## config.mk

```make
export PLATFORM = sky130hd
export DESIGN_NAME = nvm_row_write_sequencer
export DESIGN_NICKNAME = d
export VERILOG_FILES = /design/src/nvm_pkg.sv /design/src/nvm_row_write_sequencer.sv
export VERILOG_INCLUDE_DIRS = /design/src /design/src/src
export SDC_FILE = /design/constraint.sdc
export NUM_CORES = 1
export LEC_CHECK = 0
export CAP_MARGIN = 20
export CORE_MARGIN = 2
export CORE_UTILIZATION = 50
export CTS_BUF_LIST = sky130_fd_sc_hd__clkbuf_8
export CTS_CLUSTER_DIAMETER = 80
export CTS_CLUSTER_SIZE = 10
export DETAILED_ROUTE_END_ITERATION = 10
export DONT_BUFFER_PORTS = 1
export HOLD_SLACK_MARGIN = 0.02
export PLACE_DENSITY = 0.63
export SYNTH_ARGS = -nofsm -noshare
export SYNTH_HDL_FRONTEND = slang
export SYNTH_SLANG_ARGS = --single-unit
```

## constraint.sdc

```tcl
create_clock -name core_clk -period 3.37 [get_ports core_clk]
set_clock_uncertainty 0.1 [all_clocks]
set_input_delay 0.5055 -clock core_clk [delete_from_list [all_inputs] [get_ports core_clk]]
set_output_delay 0.5055 -clock core_clk [all_outputs]
set_load 0.02 [all_outputs]
```

## src/nvm_defines.svh

```systemverilog
// Offsets, field positions, reset values and timing counts for the sequencer
`ifndef NVM_DEFINES_SVH
`define NVM_DEFINES_SVH

// Register byte offsets on the APB
`define NVM_OFS_ADDR_LOW    8'h00
`define NVM_OFS_ADDR_HIGH   8'h04
`define NVM_OFS_DATA_LOW    8'h08
`define NVM_OFS_DATA_HIGH   8'h0C
`define NVM_OFS_CONTROL     8'h10
`define NVM_OFS_KEY_PORT    8'h14

// Control register bit positions
`define NVM_CTL_GO          1
`define NVM_CTL_PROG_EN     2
`define NVM_CTL_ERROR       3
`define NVM_CTL_ERASE       4
`define NVM_CTL_LATCH_ONLY  5
`define NVM_CTL_CFG_SPACE   6
`define NVM_CTL_FIXED_ONE   7

// Unlock keys and blank latch value
`define NVM_KEY_FIRST       8'h55
`define NVM_KEY_SECOND      8'hAA
`define NVM_BLANK_WORD      14'h3FFF

// Geometry
`define NVM_LATCH_COUNT     32
`define NVM_LATCH_BITS      5
`define NVM_ROW_BITS        10
`define NVM_ADDR_BITS       15
`define NVM_WORD_BITS       14

// Timing
`define NVM_CLK_PERIOD_NS   20
`define NVM_PROG_TIME_NS    2000000
`define NVM_FORCED_NOPS     2'h2

`endif

```

## src/nvm_pkg.sv

```systemverilog
// Types shared by the flash row write sequencer
package nvm_pkg;

   typedef enum logic [2:0]
   {
      SEQ_IDLE,
      SEQ_NOP,
      SEQ_WRITE,
      SEQ_ERASE,
      SEQ_WAIT,
      SEQ_DONE
   } nvm_seq_state_t;

   typedef enum logic [1:0]
   {
      KEY_IDLE,
      KEY_FIRST,
      KEY_ARMED
   } nvm_key_state_t;

endpackage : nvm_pkg

```

## src/nvm_row_write_sequencer.sv

```systemverilog
// Flash row write latch sequencer with APB registers and core stall control
`timescale 1ns/1ps
`include "nvm_defines.svh"

module nvm_row_write_sequencer
   import nvm_pkg::*;
#(
   parameter int PROG_CYCLES = `NVM_PROG_TIME_NS / `NVM_CLK_PERIOD_NS
)
(
   input  wire logic        core_clk,
   input  wire logic        sys_rst,
   input  wire logic        psel,
   input  wire logic        penable,
   input  wire logic        pwrite,
   input  wire logic [7:0]  paddr,
   input  wire logic [31:0] pwdata,
   output logic [31:0]      prdata,
   output logic             pready,
   output logic             pslverr,
   input  wire logic        core_interrupt,
   output logic             core_force_nop,
   output logic             core_hold,
   output logic             flash_word_we,
   output logic [14:0]      flash_word_addr,
   output logic [13:0]      flash_word_data,
   output logic             flash_row_erase,
   output logic [9:0]       flash_row_addr
);

   ////////////////////////////////////////////////////////////////////////////
   // Declarations
   logic [7:0]                  nvm_address_low;
   logic [6:0]                  nvm_address_high;
   logic [7:0]                  nvm_data_low;
   logic [5:0]                  nvm_data_high;
   logic                        go;
   logic                        program_enable;
   logic                        sequence_error_flag;
   logic                        erase_select;
   logic                        latch_only_select;
   logic                        config_space_select;
   logic [13:0]                 latch_mem [`NVM_LATCH_COUNT];
   nvm_key_state_t              key_state;
   nvm_seq_state_t              seq_state;
   logic                        op_commit;
   logic [1:0]                  nop_cnt;
   logic [4:0]                  word_idx;
   logic [16:0]                 timer;
   logic [7:0]                  next_nvm_address_low;
   logic [6:0]                  next_nvm_address_high;
   logic [7:0]                  next_nvm_data_low;
   logic [5:0]                  next_nvm_data_high;
   logic                        next_go;
   logic                        next_program_enable;
   logic                        next_sequence_error_flag;
   logic                        next_erase_select;
   logic                        next_latch_only_select;
   logic                        next_config_space_select;
   logic [13:0]                 next_latch_mem [`NVM_LATCH_COUNT];
   nvm_key_state_t              next_key_state;
   nvm_seq_state_t              next_seq_state;
   logic                        next_op_commit;
   logic [1:0]                  next_nop_cnt;
   logic [4:0]                  next_word_idx;
   logic [16:0]                 next_timer;
   logic [31:0]                 next_prdata;
   logic                        next_flash_word_we;
   logic [14:0]                 next_flash_word_addr;
   logic [13:0]                 next_flash_word_data;
   logic                        next_flash_row_erase;
   logic [9:0]                  next_flash_row_addr;
   logic                        acc_phase;
   logic                        wr_access;
   logic                        go_attempt;
   logic                        go_accept;
   logic [14:0]                 full_addr;
   logic [13:0]                 data_word;
   logic [9:0]                  row_sel;
   logic [4:0]                  latch_sel;
   localparam logic [16:0] PROG_LAST = 17'(PROG_CYCLES - 1);
   function automatic logic is_mapped(input logic [7:0] a);
      is_mapped = (a <= `NVM_OFS_KEY_PORT) && (a[1:0] == 2'b00);
   endfunction : is_mapped

   ////////////////////////////////////////////////////////////////////////////
   // APB decode
   // Zero wait states; unmapped offsets answer with an error
   assign pready    = 1'b1;
   assign pslverr   = psel && penable && !is_mapped(paddr);
   assign acc_phase = psel && penable;
   assign wr_access = acc_phase && pwrite;
   assign full_addr = {nvm_address_high, nvm_address_low};
   assign data_word = {nvm_data_high, nvm_data_low};
   assign row_sel   = full_addr[14:5];
   assign latch_sel = full_addr[4:0];
   assign go_attempt = wr_access && (paddr == `NVM_OFS_CONTROL)
                       && pwdata[`NVM_CTL_GO] && !go;
   // Config space writes are outside this block and are refused too
   assign go_accept  = go_attempt && (key_state == KEY_ARMED)
                       && pwdata[`NVM_CTL_PROG_EN]
                       && !pwdata[`NVM_CTL_CFG_SPACE]
                       && !core_interrupt;

   ////////////////////////////////////////////////////////////////////////////
   // Register file and unlock tracking
   always_comb
   begin
      next_nvm_address_low     = nvm_address_low;
      next_nvm_address_high    = nvm_address_high;
      next_nvm_data_low        = nvm_data_low;
      next_nvm_data_high       = nvm_data_high;
      next_program_enable      = program_enable;
      next_erase_select        = erase_select;
      next_latch_only_select   = latch_only_select;
      next_config_space_select = config_space_select;
      next_sequence_error_flag = sequence_error_flag;
      next_key_state           = key_state;
      next_prdata              = prdata;
      // Any access between key writes and go breaks the sequence
      if (acc_phase)
         next_key_state = KEY_IDLE;
      if (wr_access && !go)
      begin
         if (paddr == `NVM_OFS_ADDR_LOW)
            next_nvm_address_low = pwdata[7:0];
         else if (paddr == `NVM_OFS_ADDR_HIGH)
            next_nvm_address_high = pwdata[6:0];
         else if (paddr == `NVM_OFS_DATA_LOW)
            next_nvm_data_low = pwdata[7:0];
         else if (paddr == `NVM_OFS_DATA_HIGH)
            next_nvm_data_high = pwdata[5:0];
         else if (paddr == `NVM_OFS_CONTROL)
         begin
            next_program_enable      = pwdata[`NVM_CTL_PROG_EN];
            next_erase_select        = pwdata[`NVM_CTL_ERASE];
            next_latch_only_select   = pwdata[`NVM_CTL_LATCH_ONLY];
            next_config_space_select = pwdata[`NVM_CTL_CFG_SPACE];
            next_sequence_error_flag = pwdata[`NVM_CTL_ERROR];
         end
         else if (paddr == `NVM_OFS_KEY_PORT)
         begin
            if (pwdata[7:0] == `NVM_KEY_FIRST)
               next_key_state = KEY_FIRST;
            else if (pwdata[7:0] == `NVM_KEY_SECOND
                     && key_state == KEY_FIRST)
               next_key_state = KEY_ARMED;
         end
      end
      // Interruption mid-sequence disarms the key
      if (core_interrupt)
         next_key_state = KEY_IDLE;
      // Failed start sets the flag; set wins over a software clear
      if (go_attempt && !go_accept)
         next_sequence_error_flag = 1'b1;
      // Erase select is hardware cleared on completion
      if (seq_state == SEQ_DONE)
         next_erase_select = 1'b0;

      // Read data captured in setup, presented in the access phase
      if (psel && !penable)
      begin
         if (paddr == `NVM_OFS_ADDR_LOW)
            next_prdata = {24'h000000, nvm_address_low};
         else if (paddr == `NVM_OFS_ADDR_HIGH)
            next_prdata = {24'h000000, 1'b1, nvm_address_high};
         else if (paddr == `NVM_OFS_DATA_LOW)
            next_prdata = {24'h000000, nvm_data_low};
         else if (paddr == `NVM_OFS_DATA_HIGH)
            next_prdata = {26'h0000000, nvm_data_high};
         else if (paddr == `NVM_OFS_CONTROL)
            next_prdata = {24'h000000, 1'b1, config_space_select,
                           latch_only_select, erase_select,
                           sequence_error_flag, program_enable, go, 1'b0};
         else
            next_prdata = 32'h00000000;
      end
   end

   always_ff @(posedge core_clk)
   begin
      if (sys_rst)
      begin
         nvm_address_low     <= 8'h00;
         nvm_address_high    <= 7'h00;
         nvm_data_low        <= 8'h00;
         nvm_data_high       <= 6'h00;
         program_enable      <= 1'b0;
         erase_select        <= 1'b0;
         latch_only_select   <= 1'b0;
         config_space_select <= 1'b0;
         sequence_error_flag <= 1'b0;
         key_state           <= KEY_IDLE;
         prdata              <= 32'h00000000;
      end
      else
      begin
         nvm_address_low     <= next_nvm_address_low;
         nvm_address_high    <= next_nvm_address_high;
         nvm_data_low        <= next_nvm_data_low;
         nvm_data_high       <= next_nvm_data_high;
         program_enable      <= next_program_enable;
         erase_select        <= next_erase_select;
         latch_only_select   <= next_latch_only_select;
         config_space_select <= next_config_space_select;
         sequence_error_flag <= next_sequence_error_flag;
         key_state           <= next_key_state;
         prdata              <= next_prdata;
      end
   end

   ////////////////////////////////////////////////////////////////////////////
   // Latch buffer and programming sequencer
   always_comb
   begin
      next_seq_state       = seq_state;
      next_go              = go;
      next_op_commit       = op_commit;
      next_nop_cnt         = nop_cnt;
      next_word_idx        = word_idx;
      next_timer           = timer;
      next_flash_word_we   = 1'b0;
      next_flash_word_addr = flash_word_addr;
      next_flash_word_data = flash_word_data;
      next_flash_row_erase = 1'b0;
      next_flash_row_addr  = flash_row_addr;
      for (int i = 0; i < `NVM_LATCH_COUNT; i++)
         next_latch_mem[i] = latch_mem[i];

      case (seq_state)
         SEQ_IDLE:
         begin
            if (go_accept)
            begin
               next_go        = 1'b1;
               next_nop_cnt   = 2'h0;
               next_seq_state = SEQ_NOP;
               if (pwdata[`NVM_CTL_ERASE])
                  next_op_commit = 1'b1;
               else
               begin
                  next_latch_mem[latch_sel] = data_word;
                  next_op_commit = !pwdata[`NVM_CTL_LATCH_ONLY];
               end
            end
         end
         SEQ_NOP:
         begin
            next_nop_cnt = nop_cnt + 2'h1;
            if (nop_cnt == `NVM_FORCED_NOPS - 2'h1)
            begin
               next_word_idx = 5'h00;
               next_timer    = 17'h00000;
               if (!op_commit)
               begin
                  next_go        = 1'b0;
                  next_seq_state = SEQ_IDLE;
               end
               else if (erase_select)
                  next_seq_state = SEQ_ERASE;
               else
                  next_seq_state = SEQ_WRITE;
            end
         end
         SEQ_WRITE:
         begin
            // Words go out one per cycle; cells are only programmed
            next_flash_word_we   = 1'b1;
            next_flash_word_addr = {row_sel, word_idx};
            next_flash_word_data = latch_mem[word_idx];
            next_word_idx        = word_idx + 5'h01;
            if (word_idx == 5'(`NVM_LATCH_COUNT - 1))
               next_seq_state = SEQ_WAIT;
         end
         SEQ_ERASE:
         begin
            next_flash_row_erase = 1'b1;
            next_flash_row_addr  = row_sel;
            next_seq_state       = SEQ_WAIT;
         end
         SEQ_WAIT:
         begin
            // Self-timed cell programming or erase interval
            next_timer = timer + 17'h00001;
            if (timer == PROG_LAST)
               next_seq_state = SEQ_DONE;
         end
         SEQ_DONE:
         begin
            for (int i = 0; i < `NVM_LATCH_COUNT; i++)
               next_latch_mem[i] = `NVM_BLANK_WORD;
            next_go        = 1'b0;
            next_op_commit = 1'b0;
            next_seq_state = SEQ_IDLE;
         end
         default:
            next_seq_state = SEQ_IDLE;
      endcase
   end

   always_ff @(posedge core_clk)
   begin
      if (sys_rst)
      begin
         seq_state       <= SEQ_IDLE;
         go              <= 1'b0;
         op_commit       <= 1'b0;
         nop_cnt         <= 2'h0;
         word_idx        <= 5'h00;
         timer           <= 17'h00000;
         flash_word_we   <= 1'b0;
         flash_word_addr <= 15'h0000;
         flash_word_data <= 14'h0000;
         flash_row_erase <= 1'b0;
         flash_row_addr  <= 10'h000;
         for (int i = 0; i < `NVM_LATCH_COUNT; i++)
            latch_mem[i] <= `NVM_BLANK_WORD;
      end
      else
      begin
         seq_state       <= next_seq_state;
         go              <= next_go;
         op_commit       <= next_op_commit;
         nop_cnt         <= next_nop_cnt;
         word_idx        <= next_word_idx;
         timer           <= next_timer;
         flash_word_we   <= next_flash_word_we;
         flash_word_addr <= next_flash_word_addr;
         flash_word_data <= next_flash_word_data;
         flash_row_erase <= next_flash_row_erase;
         flash_row_addr  <= next_flash_row_addr;
         for (int i = 0; i < `NVM_LATCH_COUNT; i++)
            latch_mem[i] <= next_latch_mem[i];
      end
   end

   ////////////////////////////////////////////////////////////////////////////
   // Core stall outputs
   assign core_force_nop = (seq_state == SEQ_NOP);
   // Hold covers streaming, erase and the whole self-timed wait
   assign core_hold = (seq_state == SEQ_WRITE)
                      || (seq_state == SEQ_ERASE)
                      || (seq_state == SEQ_WAIT)
                      || (seq_state == SEQ_DONE);

endmodule : nvm_row_write_sequencer

```

# Word level (Yosys, flattened, before mapping)
# Memories as Yosys holds them, arrays and structs flattened. A register that Yosys moved wholly into a read port is not among the register bits.
# Index checks and enable logic that the tools add are counted.
# totals
word_cells	226
mem_count	1
in_bits	46
ram_bits	448
reg_bits	124
# classes
order_cmp	3
muxes	85
bitwise_logic	37
n_reduce_logical	50
eq_ne	26
add_sub_neg	3
# memory_table
memory	words	width	read_ports	rd_ports_with_merged_regs	wr	line	rtl
latch_mem	32	14	33	1	32	nvm_row_write_sequencer.sv:43	logic [13:0] latch_mem [`NVM_LATCH_COUNT];
# op_table
op	n
$mux 448	2
$pmux 448 s2	1
$mux 14	33
$bwmux 448	1
$demux 14 s5	1
$mux 8	5
$pmux 17 s2	1
$or 1x1->1	32
$mux 2	12
$mux 1	18
$add 17x1->17 const B	1
$eq 17x17->1 const B	1
$mux 17	1
$eq 8x4->1 const B	2
$eq 8x5->1 const B	2
$logic_and 1x1->1	16
$pmux 3 s5	1
$mux 3	4
$reduce_and 4->1	3
$reduce_and 6->1	2
$reduce_bool 2->1	6
$ne 2x1->1 const B	5
$pmux 5 s2	1
$reduce_and 2->1	5
other kinds (30)	48

# Depth between registers and ports, before layout
# depth
depth_word	13
depth_mapped	10
depth_no_buf	7

# Least setup slack after synthesis
# Ideal clock, no wire load.
# synth_timing
path_type	input -> register
from	in paddr[3]
to	mem latch_mem[1][10]
setup_time_ns	0.129
stages	9
n_path_buf	4
path_slack_ns	0.643
arrival_ns	2.497
cell_sequence	clkbuf_1 or3_1 buf_2 nor4_4 and4_1 buf_4 buf_4 mux2i_1 nand2_1
# synth_lines
element	line	rtl
from (decl)	nvm_row_write_sequencer.sv:16	input wire logic [7:0] paddr,
to (decl)	nvm_row_write_sequencer.sv:43	

==> flow_summary_export.csv <==
group,metric,value,unit
run_status,status,"completed",
worst_setup_path,cp_cell_sequence,"or3_1, nor4_4, nand4_2, buf_4, mux2i_1, nand2_1",
yosys,ys_seq_elements,562,
global_route,grt_max_degree,138,
cells_and_area,layout-drive-gt1-share,13.6,%
worst_setup_path,cp.required,3.75,ns
global_route,grtUsageTotal,24.4,%
pwr,ir_drop,286,uV
place,routabilityCongestion,0.842,
cells_and_area,antenna_cells,0,
worst_setup_path,cp_max_fo,9,
worst_setup_path,max_stage_delay,0.58,ns
die,coreArea,49100,um2
sta,rsz0062_at_grt,"no",
clocking,clock-sinks,562,
cells_and_area,utilization,54.4,%
sta,tightest_slew,1.02,ns
global_route,grt-ovfl-total,0,
die,initial_core_util,50.8,%
global_route,antenna_found_initial,0,
yosys,syn_area,24900,um2
yosys,synthXorXnorAreaFrac,0.0703,%
sta,setup_viol,0,
detailed_routing,drc,0,
place,placed_cells,2898,
worst_setup_path,cp_slowest_cell,"or3_1",
clocking,cts_tree,"yes",
worst_hold_path,hp-class,"in2reg",
place,place_ws,0.386,ns
yosys,syn_inst,2379,
yosys,avgSynthCellArea,10.5,um2
clocking,cts_max_level,3,
sta,tns,0,ns
sta,slew_headroom,31.5,%
yosys,synthFlopType,"dfxtp_1",
sta,hold_viol_final,0,
clocking,clk_pin_slew,0.07,ns
clocking,hold_buffers,17,
sta,timing.hold.ws,0.0797,ns
sta,timing.final.crit_share,81.8,%
yosys,yosys_warnings,0,
detailed_routing,final_antenna_net_count,0,
pwr,leakagePower,11.9,nW
clocking,clk_latency,0.64,ns
worst_setup_path,endpoint_kind,"register",
worst_setup_path,cp_data_arrival_time,3.13,ns
worst_setup_path,critPathTopFamily,"simple AND/OR/NAND/NOR gates",
clocking,cts-root-buf,"clkbuf_8",
cells_and_area,nets,2369,
worst_setup_path,critPathKind,"reg2reg",
die,die_x,227,um
cells_and_area,fin_area,26700,um2
cells_and_area,syn2layout_area_growth,6.99,%
clocking,clockBufferDepth,3,
yosys,synth_compound_area_share,3.67,%
detailed_routing,wl_per_cell,20.8,um
clocking,post_cts_buffers,0,
global_route,grt_pass1_wl,96.8,mm
yosys,synthArstFlopShare,0,%
pwr,p_per_area,412,nW/um2
detailed_routing,viasPerCell,5.76,
place,place_area,25500,um2
cells_and_area,layout_common_cells,"dfxtp_1 (559), mux2i_1 (536), nand2_1 (523)",
detailed_routing,drtIter0Drc,1161,
detailed_routing,firstDrtPassIters,7,
worst_setup_path,startpoint_type,"register",
detailed_routing,vias,17200,
sta,maxSlewViolCount,0,
global_route,grt_pass1_vias,17000,
place,numPortBuffers,0,
worst_setup_path,cp_num_buf_inv,1,
yosys,ys_types,63,
cells_and_area,instances_no_fill,2989,
yosys,synth-simple-area-share,14.1,%
clocking,cts_buffers,66,
die,rows,81,
die,die_h,227,um
clocking,cts_resized,0,
detailed_routing,wirelength,62.3,mm
yosys,seq_area_frac_synth,45.1,%
pwr,power,11.0,mW
yosys,synth_edf_count,0,
die,top_level_ports,123,
yosys,synth_top_family_by_area,"multiplexers",
die,die_area,51600,um2
sta,finalCriticalPeriod,2.76,ns
place,place_hpwl,39.3,mm
job,maxCapViolations,0,
yosys,synthAdderAreaFrac,0.201,%
sta,max_freq,0.363,GHz
sta,worst_slack,0.614,ns
yosys,synthMuxAreaShare,32.1,%
cells_and_area,final_common_cell,"dfxtp_1",
==> final timing paths <==
| kind | start | end | slack, ns | cells past startpoint |
|---|---|---|---|---|
| max | seq_state[0] | latch_mem[9][8] | 0.61 | 6 |
| min | pwdata[5] | op_commit | 0.08 | 2 |
| max reg2reg | seq_state[0] | latch_mem[9][8] | 0.61 | 6 |
| min reg2reg | latch_only_select | latch_only_select | 0.36 | 2 |
==> registers in the layout, summed over array words and instances, names as in the netlist <==
signal,count
go,1
prdata,8
flash_word_we,1
word_idx,5
program_enable,1
nvm_address_high,7
flash_row_addr,10
flash_word_addr,15
flash_row_erase,1
sequence_error_flag,1
latch_only_select,1
key_state,2
latch_mem,448
timer,17
nvm_address_low,8
nvm_data_low,8
flash_word_data,14
seq_state,3
erase_select,1
nop_cnt,2
op_commit,1
nvm_data_high,6
config_space_select,1
==> area by class of cell <==
cell class / count / area, um2
Fill cell: 4304 / 22400
Timing Repair Buffer: 100 / 961
Sequential cell: 562 / 11300
Clock buffer: 68 / 936
Clock inverter: 6 / 36.3
Inverter: 12 / 45.0
Multi-Input combinational cell: 1577 / 12600
Tap cell: 664 / 831
==> cell families (layout without fill, tap and decap cells) <==
kind of cell               Yosys count  in the layout
AOI/OAI and AO/OA                  135            135
DFF                                562            562
xor gates and xnor gates             2              2
adders and majority gates            4              4
buffers and inverters              263            186
and+or+nand+nor                    757            757
other                                2             25
muxes                              654            654
==> synthesized netlist by cell type (3+ instances only) <==
cell       number  area (um2)
buf_2          52         260
or3_1          13        81.3
dfxtp_1       562       11300
a21oi_1        48         240
clkbuf_1      152         571
a311oi_1        4        35.0
nand2_1       523        1960
a31oi_1         6        37.5
o211ai_1        5        37.5
a2111oi_0       3        26.3
and2_1          4        25.0
o221ai_1        5        43.8
o311ai_0        3        26.3
nor2b_1        10        62.6
mux2_2          3        33.8
inv_1          12        45.0
and4_1          7        61.3
nand2b_1       12        75.1
o21ai_0         8        40.0
a221o_1        11         110
a211oi_1        7        52.6
buf_4          34         255
a221oi_1        6        52.6
nand4_2        27         338
nand4b_1        3        26.3
and3_1          4        25.0
mux2i_1       536        5370
o22ai_1        14        87.6
nand3_1        24         120
mux4_2        115        2590
nor4bb_1        5        50.1
nor3_1         11        55.1
nor3b_1         9        67.6
ha_1            4        50.1
buf_1          12        45.0
or4_1           3        22.5
nor4_4          4        85.1
nor2_1         76         285
nand3b_1        4        30.0
nand4_1         6        37.5
==> where the power goes <==
part	total [mW]	switching, mW	leakage [nW]	internal [mW]
Combinational	0.251	0.191	6.88	0.0593
Clock	4.10	2.28	0.514	1.81
Sequential	6.65	0.00730	4.55	6.64
==> per-layer routing <==
| metal | wire (um) | vias up | global-route usage, % |
|---|---|---|---|
| li1 | - | 8135 | - |
| met1 | 26400 | 8473 | 30.4 |
| met3 | 3930 | 127 | 5.02 |
| met2 | 30000 | 473 | 41.3 |
| met4 | 1930 | 0 | 9.80 |
| met5 | 0 | - | 0 |
No activity file was read; power rests on OpenSTA's default activity.
